### src/shared/b2_sd_consts.vh
`ifndef B2_SD_CONSTS_VH
`define B2_SD_CONSTS_VH

// Register map, byte wide
`define ADDR_CTRL          16'h1103
`define ADDR_DPER_2        16'h113D
`define ADDR_DPER_1        16'h113E
`define ADDR_DPER_0        16'h113F
`define ADDR_DLIM_1        16'h1142
`define ADDR_DLIM_0        16'h1143
`define ADDR_CPER_2        16'h1144
`define ADDR_CPER_1        16'h1145
`define ADDR_CPER_0        16'h1146
`define ADDR_CLIM_1        16'h1147
`define ADDR_CLIM_0        16'h1148
`define ADDR_BURST         16'h1149
`define ADDR_SUBLEN        16'h114A
`define ADDR_STATUS        16'h114B

// Control register fields
`define CTRL_B1_TYPE       0
`define CTRL_B2_TYPE       1
`define CTRL_REI_TYPE      2
`define CTRL_STD_SEL       3
`define CTRL_DESCR_DIS     4
`define CTRL_SD_EN         5
`define CTRL_SF_EN         6
`define CTRL_RESET         8'h01
`define CTRL_WMASK         8'h7F

// Reset values
`define DLIM_RESET         16'hFFFF
`define CLIM_RESET         16'hFFFF
`define PER_RESET          24'h00_0000
`define BURST_RESET        8'hFF
`define SUBLEN_RESET       8'h08

// Frame and timing
`define B2_BYTES           3
`define FRAME_US           125
`define MS_US              1000

`endif

### src/b2_error_tally.v
`timescale 1ns/1ps
module b2_error_tally (
	// Clock
	input  wire       clk,
	input  wire       nrst,
	input  wire       ce,
	// Frame input
	input  wire       frame_valid,
	input  wire [23:0] b2_err_bits,
	input  wire       per_frame,
	// Tally out
	output reg        tally_valid_r,
	output reg  [4:0] tally_r
);
	`include "b2_sd_consts.vh"

	function [4:0] popcount;
		input [23:0] v;
		integer i;
		begin
			popcount = 5'h00;
			for (i = 0; i < 24; i = i + 1)
				popcount = popcount + {4'h0, v[i]};
		end
	endfunction

	always @(posedge clk) begin
		if (!nrst) begin
			tally_valid_r <= 1'b0;
			tally_r       <= 5'h00;
		end else if (ce) begin
			tally_valid_r <= frame_valid;
			if (frame_valid) begin
				if (per_frame)
					tally_r <= {4'h0, |b2_err_bits};
				else
					tally_r <= popcount(b2_err_bits);
			end
		end
	end
endmodule

### src/b2_sd_detector.v
`timescale 1ns/1ps
// Overview of operation
// Control bit 1 low: tally each errored bit of the B2 bytes.
// Control bit 1 high: tally errored frames instead of bits.
// Per-bit mode can record up to 24 errors in one frame.
// Per-frame mode records exactly one error for any errored frame.
// Error counter advances by the errored bit count in per-bit mode.
// Tally mode applies to SD, SF criteria and the counter alike.
// Detected B2 errors drive the upstream line remote error indication.
// SD accumulates errors over a window equal to the declare period.
// Declare SD when window count reaches the declare threshold.
// While declared, clear SD when a clear period count is below threshold.
// Separate programmable declare and clear thresholds.
// Separate programmable declare and clear monitoring periods.
// Errors beyond the burst limit per sub-interval are discarded toward declare.
// Declare threshold is 16 bits over two byte registers, high first.
// Declare period is 24 bits over three byte registers, in 1 ms units.
// SD changes only while SD enable bit 5 is set, else held cleared.
// SD window evaluated and state updated once per frame.
`include "b2_sd_consts.vh"

module b2_sd_detector #(
	parameter CLK_HZ        = 20000000,
	parameter FRAMES_PER_MS = `MS_US / `FRAME_US
) (
	// Clock and reset
	input  wire        clk,
	input  wire        nrst,
	input  wire        ce,
	// Microprocessor port
	input  wire [15:0] addr,
	input  wire [7:0]  wdata,
	input  wire        wr,
	input  wire        rd,
	output reg  [7:0]  rdata_r,
	// Receive frame side
	input  wire        frame_valid,
	input  wire [23:0] b2_err_bits,
	// Results
	output reg  [31:0] b2_err_count_r,
	output reg  [4:0]  rei_count_r,
	output reg         rei_valid_r,
	output wire [4:0]  sf_tally,
	output wire        sf_tally_valid,
	output reg         sd_defect_r,
	output wire        sf_enable,
	output wire        framing_standard_select,
	output wire        descramble_disable
);

	////////////////////////////////////////////////////////////////////////
	// Registers
	reg [7:0]  ctrl_r;
	reg [15:0] degrade_declare_limit_r;
	reg [23:0] degrade_declare_period_r;
	reg [15:0] clear_limit_r;
	reg [23:0] clear_period_r;
	reg [7:0]  burst_limit_r;
	reg [7:0]  sub_len_r;

	wire per_frame = ctrl_r[`CTRL_B2_TYPE];
	wire sd_en     = ctrl_r[`CTRL_SD_EN];
	assign sf_enable               = ctrl_r[`CTRL_SF_EN];
	assign framing_standard_select = ctrl_r[`CTRL_STD_SEL];
	assign descramble_disable      = ctrl_r[`CTRL_DESCR_DIS];

	// Multi-byte values are plain bytes with no shadow latch; write them
	// while the detector is disabled or a torn value may be used for a frame
	always @(posedge clk) begin
		if (!nrst) begin
			ctrl_r                   <= `CTRL_RESET;
			degrade_declare_limit_r  <= `DLIM_RESET;
			degrade_declare_period_r <= `PER_RESET;
			clear_limit_r            <= `CLIM_RESET;
			clear_period_r           <= `PER_RESET;
			burst_limit_r            <= `BURST_RESET;
			sub_len_r                <= `SUBLEN_RESET;
		end else if (ce && wr) begin
			case (addr)
			`ADDR_CTRL:   ctrl_r <= wdata & `CTRL_WMASK;
			`ADDR_DLIM_1: degrade_declare_limit_r[15:8] <= wdata;
			`ADDR_DLIM_0: degrade_declare_limit_r[7:0]  <= wdata;
			`ADDR_DPER_2: degrade_declare_period_r[23:16] <= wdata;
			`ADDR_DPER_1: degrade_declare_period_r[15:8]  <= wdata;
			`ADDR_DPER_0: degrade_declare_period_r[7:0]   <= wdata;
			`ADDR_CLIM_1: clear_limit_r[15:8] <= wdata;
			`ADDR_CLIM_0: clear_limit_r[7:0]  <= wdata;
			`ADDR_CPER_2: clear_period_r[23:16] <= wdata;
			`ADDR_CPER_1: clear_period_r[15:8]  <= wdata;
			`ADDR_CPER_0: clear_period_r[7:0]   <= wdata;
			`ADDR_BURST:  burst_limit_r <= wdata;
			`ADDR_SUBLEN: sub_len_r <= wdata;
			default: ;
			endcase
		end
	end

	// Read data stands until the next read strobe
	always @(posedge clk) begin
		if (!nrst)
			rdata_r <= 8'h00;
		else if (ce && rd) begin
			case (addr)
			`ADDR_CTRL:   rdata_r <= ctrl_r;
			`ADDR_DLIM_1: rdata_r <= degrade_declare_limit_r[15:8];
			`ADDR_DLIM_0: rdata_r <= degrade_declare_limit_r[7:0];
			`ADDR_DPER_2: rdata_r <= degrade_declare_period_r[23:16];
			`ADDR_DPER_1: rdata_r <= degrade_declare_period_r[15:8];
			`ADDR_DPER_0: rdata_r <= degrade_declare_period_r[7:0];
			`ADDR_CLIM_1: rdata_r <= clear_limit_r[15:8];
			`ADDR_CLIM_0: rdata_r <= clear_limit_r[7:0];
			`ADDR_CPER_2: rdata_r <= clear_period_r[23:16];
			`ADDR_CPER_1: rdata_r <= clear_period_r[15:8];
			`ADDR_CPER_0: rdata_r <= clear_period_r[7:0];
			`ADDR_BURST:  rdata_r <= burst_limit_r;
			`ADDR_SUBLEN: rdata_r <= sub_len_r;
			`ADDR_STATUS: rdata_r <= {7'h00, sd_defect_r};
			default:      rdata_r <= 8'h00;
			endcase
		end
	end

	////////////////////////////////////////////////////////////////////////
	// Per-frame tally, one mode for every consumer
	wire       tally_valid;
	wire [4:0] tally;

	b2_error_tally u_tally (
		.clk           (clk),
		.nrst          (nrst),
		.ce            (ce),
		.frame_valid   (frame_valid),
		.b2_err_bits   (b2_err_bits),
		.per_frame     (per_frame),
		.tally_valid_r (tally_valid),
		.tally_r       (tally)
	);

	// One mode bit steers the counter, SD and SF alike
	assign sf_tally       = tally;
	assign sf_tally_valid = tally_valid;

	always @(posedge clk) begin
		if (!nrst) begin
			b2_err_count_r <= 32'h0000_0000;
			rei_count_r    <= 5'h00;
			rei_valid_r    <= 1'b0;
		end else if (ce) begin
			rei_valid_r <= tally_valid;
			if (tally_valid) begin
				b2_err_count_r <= b2_err_count_r + {27'h000_0000, tally};
				rei_count_r    <= tally;
			end
		end
	end

	////////////////////////////////////////////////////////////////////////
	// SD detector: fixed windows restarting each period, evaluated per frame
	// Cheaper than a true sliding sum; a burst straddling two windows may be missed
	// Period in frames; 1 ms units times frames per ms
	wire [31:0] dper_frames = degrade_declare_period_r * FRAMES_PER_MS;
	wire [31:0] cper_frames = clear_period_r * FRAMES_PER_MS;

	reg [31:0] win_frames_r;
	reg [15:0] win_count_r;
	reg [7:0]  sub_frames_r;
	reg [7:0]  sub_count_r;

	// Burst limit caps what one sub-interval may add toward declare
	// Lowering the limit mid sub-interval must not wrap the room to a huge value
	wire        sub_full  = sub_count_r >= burst_limit_r;
	wire [8:0]  sub_room  = sub_full ? 9'h000 : ({1'b0, burst_limit_r} - {1'b0, sub_count_r});
	wire [4:0]  capped    = ({4'h0, tally} > sub_room) ? sub_room[4:0] : tally;
	wire [4:0]  add_val   = sd_defect_r ? tally : capped;
	wire [16:0] sum       = {1'b0, win_count_r} + {12'h000, add_val};
	// Saturate so a long window cannot wrap back under the limit
	wire [15:0] new_count = sum[16] ? 16'hFFFF : sum[15:0];
	wire [31:0] period    = sd_defect_r ? cper_frames : dper_frames;
	wire        win_end   = (win_frames_r + 32'h0000_0001) >= period;
	wire        sub_end   = (sub_frames_r + 8'h01) >= sub_len_r;

	always @(posedge clk) begin
		if (!nrst) begin
			sd_defect_r  <= 1'b0;
			win_frames_r <= 32'h0000_0000;
			win_count_r  <= 16'h0000;
			sub_frames_r <= 8'h00;
			sub_count_r  <= 8'h00;
		end else if (ce) begin
			if (!sd_en) begin
				sd_defect_r  <= 1'b0;
				win_frames_r <= 32'h0000_0000;
				win_count_r  <= 16'h0000;
				sub_frames_r <= 8'h00;
				sub_count_r  <= 8'h00;
			end else if (tally_valid) begin
				if (sub_end) begin
					sub_frames_r <= 8'h00;
					sub_count_r  <= 8'h00;
				end else begin
					sub_frames_r <= sub_frames_r + 8'h01;
					sub_count_r  <= sub_count_r + {3'h0, capped};
				end
				// Declare may fire mid-window; clear waits for a full clear period
				if (!sd_defect_r && new_count >= degrade_declare_limit_r) begin
					sd_defect_r  <= 1'b1;
					win_frames_r <= 32'h0000_0000;
					win_count_r  <= 16'h0000;
				end else if (win_end) begin
					if (sd_defect_r && new_count < clear_limit_r)
						sd_defect_r <= 1'b0;
					win_frames_r <= 32'h0000_0000;
					win_count_r  <= 16'h0000;
				end else begin
					win_frames_r <= win_frames_r + 32'h0000_0001;
					win_count_r  <= new_count;
				end
			end
		end
	end
endmodule

### config.mk
export PLATFORM = sky130hd
export DESIGN_NAME = b2_sd_detector
export DESIGN_NICKNAME = d
export VERILOG_FILES = /design/src/b2_error_tally.v /design/src/b2_sd_detector.v
export VERILOG_INCLUDE_DIRS = /design/src /design/src/shared
export SDC_FILE = /design/constraint.sdc
export NUM_CORES = 1
export LEC_CHECK = 0
export BUFFER_PORTS_ARGS = -buffer_cell sky130_fd_sc_hd__buf_2
export CORE_MARGIN = 5
export CORE_UTILIZATION = 35
export CTS_CLUSTER_DIAMETER = 30
export DETAILED_ROUTE_END_ITERATION = 8
export PLACE_DENSITY_LB_ADDON = 0.25
export SYNTH_ARGS = -nofsm -noshare
export SYNTH_HDL_FRONTEND = slang
export SYNTH_SLANG_ARGS = --single-unit
### constraint.sdc
create_clock -name clk -period 9.7 [get_ports clk]
set_input_delay 1.94 -clock clk [delete_from_list [all_inputs] [get_ports clk]]
set_output_delay 1.94 -clock clk [all_outputs]
set_load 0.02 [all_outputs]
---- Yosys cells after proc, flatten, opt, wreduce, memory -nomap -nowiden ----
Cells that the tools add are included.
storage, ports and cells
  memories ................................ 0
  register bits after elaboration ......... 220
  bits in latches ......................... 0
  memory bits (read-only) ................. 0
  logic and storage cells ................. 125
  input bits .............................. 54
  bits in writable memories ............... 0
operators by class
  divide/modulo/power cells ............... 0
  magnitude comparators ................... 6
  eq/ne operators ......................... 17
  bitwise logic cells ..................... 0
  muxes and demuxes ....................... 26
  multiply operators ...................... 0
  shift operators ......................... 0
  reductions and logical operators ........ 23
  add/subtract/negate cells ............... 29
operators by type and width
  cell                                                                     count
  16-bit by 13-bit equality test with 1-bit output, second input constant  14
  32-bit two-way mux                                                       4
  8-bit one-hot mux with 14 select lines                                   1
  5-bit by 1-bit adder with 5-bit output                                   22
  16-bit two-way mux                                                       5
  8-bit two-way mux                                                        6
  32-bit by 1-bit adder with 32-bit output, second input constant          1
  32-bit by 5-bit adder with 32-bit output                                 1
  32-bit by 27-bit >= comparator with 1-bit output                         1
  2-bit AND reduction                                                      16
  27-bit two-way mux                                                       1
  24-bit OR reduction                                                      1
  16-bit by 5-bit adder with 17-bit output                                 1
  16-bit >= comparator                                                     1
  8-bit >= comparator                                                      2
  16-bit < comparator                                                      1
  5-bit two-way mux                                                        3
  5-bit by 9-bit greater-than comparator with 1-bit output                 1
  9-bit two-way mux                                                        1
  8-bit by 8-bit subtractor with 9-bit output                              1
  8-bit by 1-bit adder with 8-bit output, second input constant            1
  8-bit by 5-bit adder with 8-bit output                                   1
  3-bit by 1-bit inequality test with 1-bit output, second input constant  2
  1-bit two-way mux                                                        5
  other kinds (5)                                                          8

---- Logic depth before layout (Yosys ltp) ----
  word-level depth ........................ 24
  depth in mapped cells ................... 36
  gate-level depth less buffers ........... 34

---- By module ----
A second synthesis with hierarchy kept.
unflattened totals
  cells, all modules ...................... 1,730
  area, all modules ....................... 13,764.5 sq um
modules (own cells, without submodules)
  module          area an instance (sq um)  instances  cells each
  b2_sd_detector  12,849.8                  1          1,626
  b2_error_tally  914.6                     1          104

---- Worst setup path before layout ----
Ideal clock, no wire load.
  path type ............................... register to register
  start ................................... reg sub_count_r[1]
  end ..................................... reg sd_defect_r
  library setup time ...................... 92 ps
  path slack .............................. 2,809 ps
  cell stages (with the launch flop) ...... 37
  data arrival time ....................... 6,799 ps
  data required time ...................... 9,608 ps
  cells stage by stage .................... dfxtp_1 > inv_1 > ha_1 > nor2b_1 > o21ai_0 > a21boi_0 > o211a_1 > o31a_1 > nand2_1 > ha_1 > nor2b_1 > o21ai_0 > nand2b_1 > a211oi_1 > nor3_1 > and3_1 > clkbuf_1 > a22o_1 > ha_1 > inv_1 > fa_1 > nand2b_1 > a21oi_1 > or2_2 > nor2b_1 > nand2_1 > mux2_2 > ha_1 > and3_1 > a221oi_1 > nand2_1 > a2111oi_0 > a211oi_1 > nor4_4 > o21ai_2 > buf_2 > o32ai_1
between the ends
  longest elaborated chain between the ends .. 12
  elaborated cells between the ends (all ways) .. 18
ends and longest elaborated chain
  what                                                                                       line                                        source
  from (decl)                                                                                b2_sd_detector.v:167                        reg [7:0] sub_count_r;
  from (signal assigned)                                                                     b2_sd_detector.v:202                        sub_count_r <= sub_count_r + {3'h0, capped};
  8-bit by 8-bit subtractor with 9-bit output / 8-bit >= comparator (equally long branches)  b2_sd_detector.v:172, b2_sd_detector.v:171
  9-bit two-way mux (*)                                                                      b2_sd_detector.v:172                        wire [8:0] sub_room = sub_full ? 9'h000 : ({1'b0, burst_limit_r} - {1'b0, sub_count_r});
  5-bit by 9-bit greater-than comparator with 1-bit output                                   b2_sd_detector.v:173                        wire [4:0] capped = ({4'h0, tally} > sub_room) ? sub_room[4:0] : tally;
  5-bit two-way mux (*)                                                                      b2_sd_detector.v:173
  5-bit two-way mux (*)                                                                      b2_sd_detector.v:174                        wire [4:0] add_val = sd_defect_r ? tally : capped;
  16-bit by 5-bit adder with 17-bit output (*)                                               b2_sd_detector.v:175                        wire [16:0] sum = {1'b0, win_count_r} + {12'h000, add_val};
  16-bit two-way mux (*)                                                                     b2_sd_detector.v:177                        wire [15:0] new_count = sum[16] ? 16'hFFFF : sum[15:0];
  16-bit >= comparator                                                                       b2_sd_detector.v:205                        if (!sd_defect_r && new_count >= degrade_declare_limit_r) begin
  1-bit logical AND                                                                          b2_sd_detector.v:205
  1-bit two-way mux                                                                          b2_sd_detector.v:205
  1-bit two-way mux                                                                          b2_sd_detector.v:196                        end else if (tally_valid) begin
  1-bit two-way mux                                                                          b2_sd_detector.v:190                        if (!sd_en) begin
  to (signal assigned)                                                                       b2_sd_detector.v:191                        sd_defect_r <= 1'b0;
  to (signal assigned)                                                                       b2_sd_detector.v:206                        sd_defect_r <= 1'b1;
  to (signal assigned)                                                                       b2_sd_detector.v:211                        sd_defect_r <= 1'b0;
  to (decl)                                                                                  b2_sd_detector.v:45                         output reg sd_defect_r,
Mark *: on every way between the ends. The rest lies on a longest branch, timed or not. The select of a mux whose other input is x is not followed.
A chain may end at the register's enable or synchronous reset.

---- Worst setup path in the final report ----
Ends and elaborated chain as after synthesis.

==> impl_metrics.json <==
{
  "p_leak_uw": 0.00702,
  "rsz0062_at_grt": "no",
  "synth_warnings": 0,
  "synth_fp_nets": 1863,
  "crit_path_start": "sub_count_r[1]",
  "drt_iter0_markers": 1001,
  "multi_input_area_um2": 8290,
  "crit_end": "sd_defect_r",
  "clock-root-buffer": "clkbuf_16",
  "dpl_cell_area_um2": 14400,
  "finalNetCount": 1963,
  "r2r_cells": 32,
  "synth_cell_types": 66,
  "netlist_area_um2": 13400,
  "via_per_inst": 5.42,
  "antenna_found_initial": 0,
  "cpLargestDelayFamily": "compound AO/OA/AOI/OAI gates",
  "r2r-end": "sd_defect_r",
  "avgSynthCellArea_um2": 7.97,
  "synthArstFlopShare_pct": 0,
  "end_kind": "flop",
  "vdd_drop_max_uv": 158,
  "first_pass_iters": 5,
  "rows": 71,
  "r2r_setup_slack_ps": 1810,
  "grt_max_degree": 100,
  "skew_ps": 44.3,
  "cts_made_buffers": 58,
  "min_period_ps": 7890,
  "clockBufferDepth": 3,
  "finalSetupViolations": 0,
  "num_antenna_cells": 0,
  "die_area_um2": 42400,
  "ios": 110,
  "worst_pin_slew_ps": 1270,
  "maxCapViolations": 0,
  "area_delta_synth_final_pct": 23.3,
  "routabilityCongestion": 0.882,
  "hp-class": "flop to flop",
  "ys_ff_latch": 220,
  "core_area_um2": 37800,
  "required_ps": 10140,
  "num_vias": 12701,
  "dieHeight_um": 206,
  "postCtsHoldBufs": 0,
  "worst-path-buf-inv": 3,
  "routedWlPerCell_um": 18.4,
  "die_x_um": 206,
  "drive_gt1_share_pct": 13.7,
  "grt_pass1_vias": 12395,
  "p_per_area_nw_per_um2": 207,
  "drt-total-wl_mm": 43.1,
  "slew_headroom_pct": 14.8,
  "cp_max_fo": 37,
  "cp_common_cell": "ha_1",
  "fmax_mhz": 127,
  "grt_first_pass_wirelength_mm": 67.9,
  "path_class": "flop to flop",
  "hold_violations": 0,
  "design_area_um2": 16600,
  "clock_latency_ps": 600,
  "crit_slowest_cell": "o211ai_1",
  "grt_util_all_layers_pct": 20.0,
  "postRouteAntennaNets": 0,
  "cp_slowest_stage_delay_ps": 640,
  "synth_flop_cell": "dfxtp_1",
  "grt_overflow": 0,
  "hpwlAfterDp_mm": 30.8,
  "crit_cells": 32,
  "ys_seq_area_share_pct": 32.8,
  "cts_tree": "built",
  "initial_utilization_pct": 35.6,
  "cts_resized": 0,
  "clk_pin_slew_worst_paths_ps": 50,
  "cts_num_sinks": 220,
  "drc": 0,
  "status": "completed",
  "fill_cells": 3745,
  "netlist_instances": 1686,
  "startpoint_type": "flop",
  "cp.arrival_ps": 8320,
  "post_cts_buffers": 0,
  "timing.final.crit_share_pct": 81.3,
  "finalMaxSlewViolations": 0,
  "synth_enable_flop_cells": 0,
  "portBuffers": 109,
  "seqCellArea_um2": 4410,
  "fin_tns_setup_ps": 0,
  "regToRegStartpoint": "sub_count_r[1]",
  "htreeDepth": 2
}
cells in the mapped netlist, drive strengths merged (5+ instances only):
cell type,instances,area [µm²]
a2111oi,5,43.8
a211oi,9,67.6
a21o,23,173
a21oi,131,656
a221oi,9,78.8
a222oi,12,120
a22o,12,105
a22oi,33,248
a31oi,8,50.1
a32oi,9,78.8
a41o,6,60.1
and2,10,62.6
and3,24,150
buf,12,82.6
clkbuf,74,278
dfxtp,220,4400
fa,21,420
ha,102,1280
inv,106,398
mux2,9,101
mux2i,35,350
nand2,297,1110
nand2b,12,75.1
nand3,97,485
nand4,29,181
nor2,98,368
nor2b,19,119
nor3,36,180
nor4,18,149
nor4b,5,43.8
o211ai,23,173
o21ai,44,224
or2,5,31.3
or3,19,119
or4,6,45.0
xnor2,34,298
xor2,34,298
power breakdown:
group,internal [µW],total [µW],switching [µW]
Combinational,153,384,231
Sequential,916,939,23.0
Clock,1520,2110,589
worst min path at each step:
stage | start | to | slack (ps) | cells after the start
after global routing | rdata_r[6] | rdata_r[6] | 460 | 2
after floorplan | ctrl_r[2] | ctrl_r[2] | 430 | 2
after detailed placement | rdata_r[6] | rdata_r[6] | 440 | 2
after global placement | rdata_r[5] | rdata_r[5] | 440 | 2
final | rdata_r[5] | rdata_r[5] | 450 | 2
after CTS | rdata_r[6] | rdata_r[6] | 450 | 2
kinds of logic (layout without fill, tap and decap cells):
family | Yosys count | after routing | share of synthesized area (%)
multiplexers | 44 | 44 | 3.36
AO/OA/AOI/OAI | 352 | 352 | 17.2
adder cells (fa/ha/maj) | 123 | 123 | 12.6
AND/OR/NAND/NOR | 687 | 687 | 24.0
flip-flops | 220 | 220 | 32.8
XOR/XNOR | 68 | 68 | 4.43
buffers and inverters | 192 | 339 | 5.64
metal layers:
metal	part of all wire, %	wire length [µm]	GRT usage, %
met3	6.1	2620	3.95
met4	3.0	1290	7.03
met1	44	18900	26.1
met2	47	20300	33.1
met5	0	0	0
layout make-up:
type,instances,area share (%)
Multi-Input combinational cell,1274,50.0
Sequential cell,220,26.6
Clock buffer,76,9.89
Timing Repair Buffer,126,4.06
Tap cell,511,3.86
Clock inverter,31,3.17
Inverter,106,2.42
layout by cell type (no fill, tap or decap), types with 6 or more instances in the layout:
master / netlist / routed
and3_1: 24 / 24
nor2_1: 98 / 98
clkinv_2: 0 / 13
o21ai_0: 38 / 38
bufinv_16: 0 / 13
or3_1: 19 / 19
a22o_1: 12 / 12
a221oi_1: 9 / 9
dfxtp_1: 220 / 219
nand4_1: 29 / 29
a222oi_1: 12 / 12
clkbuf_1: 74 / 6
fa_1: 21 / 21
mux2_2: 9 / 9
nand3_1: 97 / 97
clkbuf_8: 0 / 12
clkbuf_16: 0 / 58
nand2_1: 297 / 297
nand2b_1: 12 / 12
nor3_1: 36 / 36
nor4_1: 15 / 15
a22oi_1: 33 / 33
inv_1: 105 / 105
xnor2_1: 34 / 34
a21o_1: 23 / 23
or4_1: 6 / 6
a211oi_1: 9 / 9
a41o_1: 6 / 6
nor2b_1: 19 / 19
mux2i_1: 35 / 35
a32oi_1: 9 / 9
buf_4: 2 / 17
ha_1: 102 / 102
buf_2: 6 / 109
xor2_1: 34 / 34
a21oi_1: 131 / 131
a31oi_1: 8 / 8
and2_1: 9 / 9
o211ai_1: 23 / 23
worst register-to-register path: cells and delay by family, from the launching register on:
kind	cells	cell delay, ps
buffers and inverters	3	480
AND/OR/NAND/NOR	9	1390
adder cells (fa/ha/maj)	5	1350
AO/OA/AOI/OAI	15	4190
flip-flops	1	340
stage by stage:
| stage | power, µW | hold slack, ps | instances | utilization [%] | setup WS [ps] |
|---|---|---|---|---|---|
| floorplan | 1210 | 432 | 1686 | - | 2810 |
| finish | 3430 | 450 | 2344 | 43.9 | 1810 |
| detailed placement | 1340 | 445 | 2237 | 38.2 | 1820 |
| CTS | 3460 | 451 | 2344 | 43.9 | 1810 |
| global route | 3570 | 465 | 2344 | 43.9 | 889 |
| global placement | 1340 | 438 | 2237 | 38.2 | 2100 |
sequential cells by signal, indices dropped and copies added (netlist names), 16 cells and up:
name / count
b2_err_count_r: 32
win_frames_r: 32
clear_period_r: 24
degrade_declare_period_r: 24
clear_limit_r: 16
degrade_declare_limit_r: 16
win_count_r: 16
(Power assumes the default switching activity.)
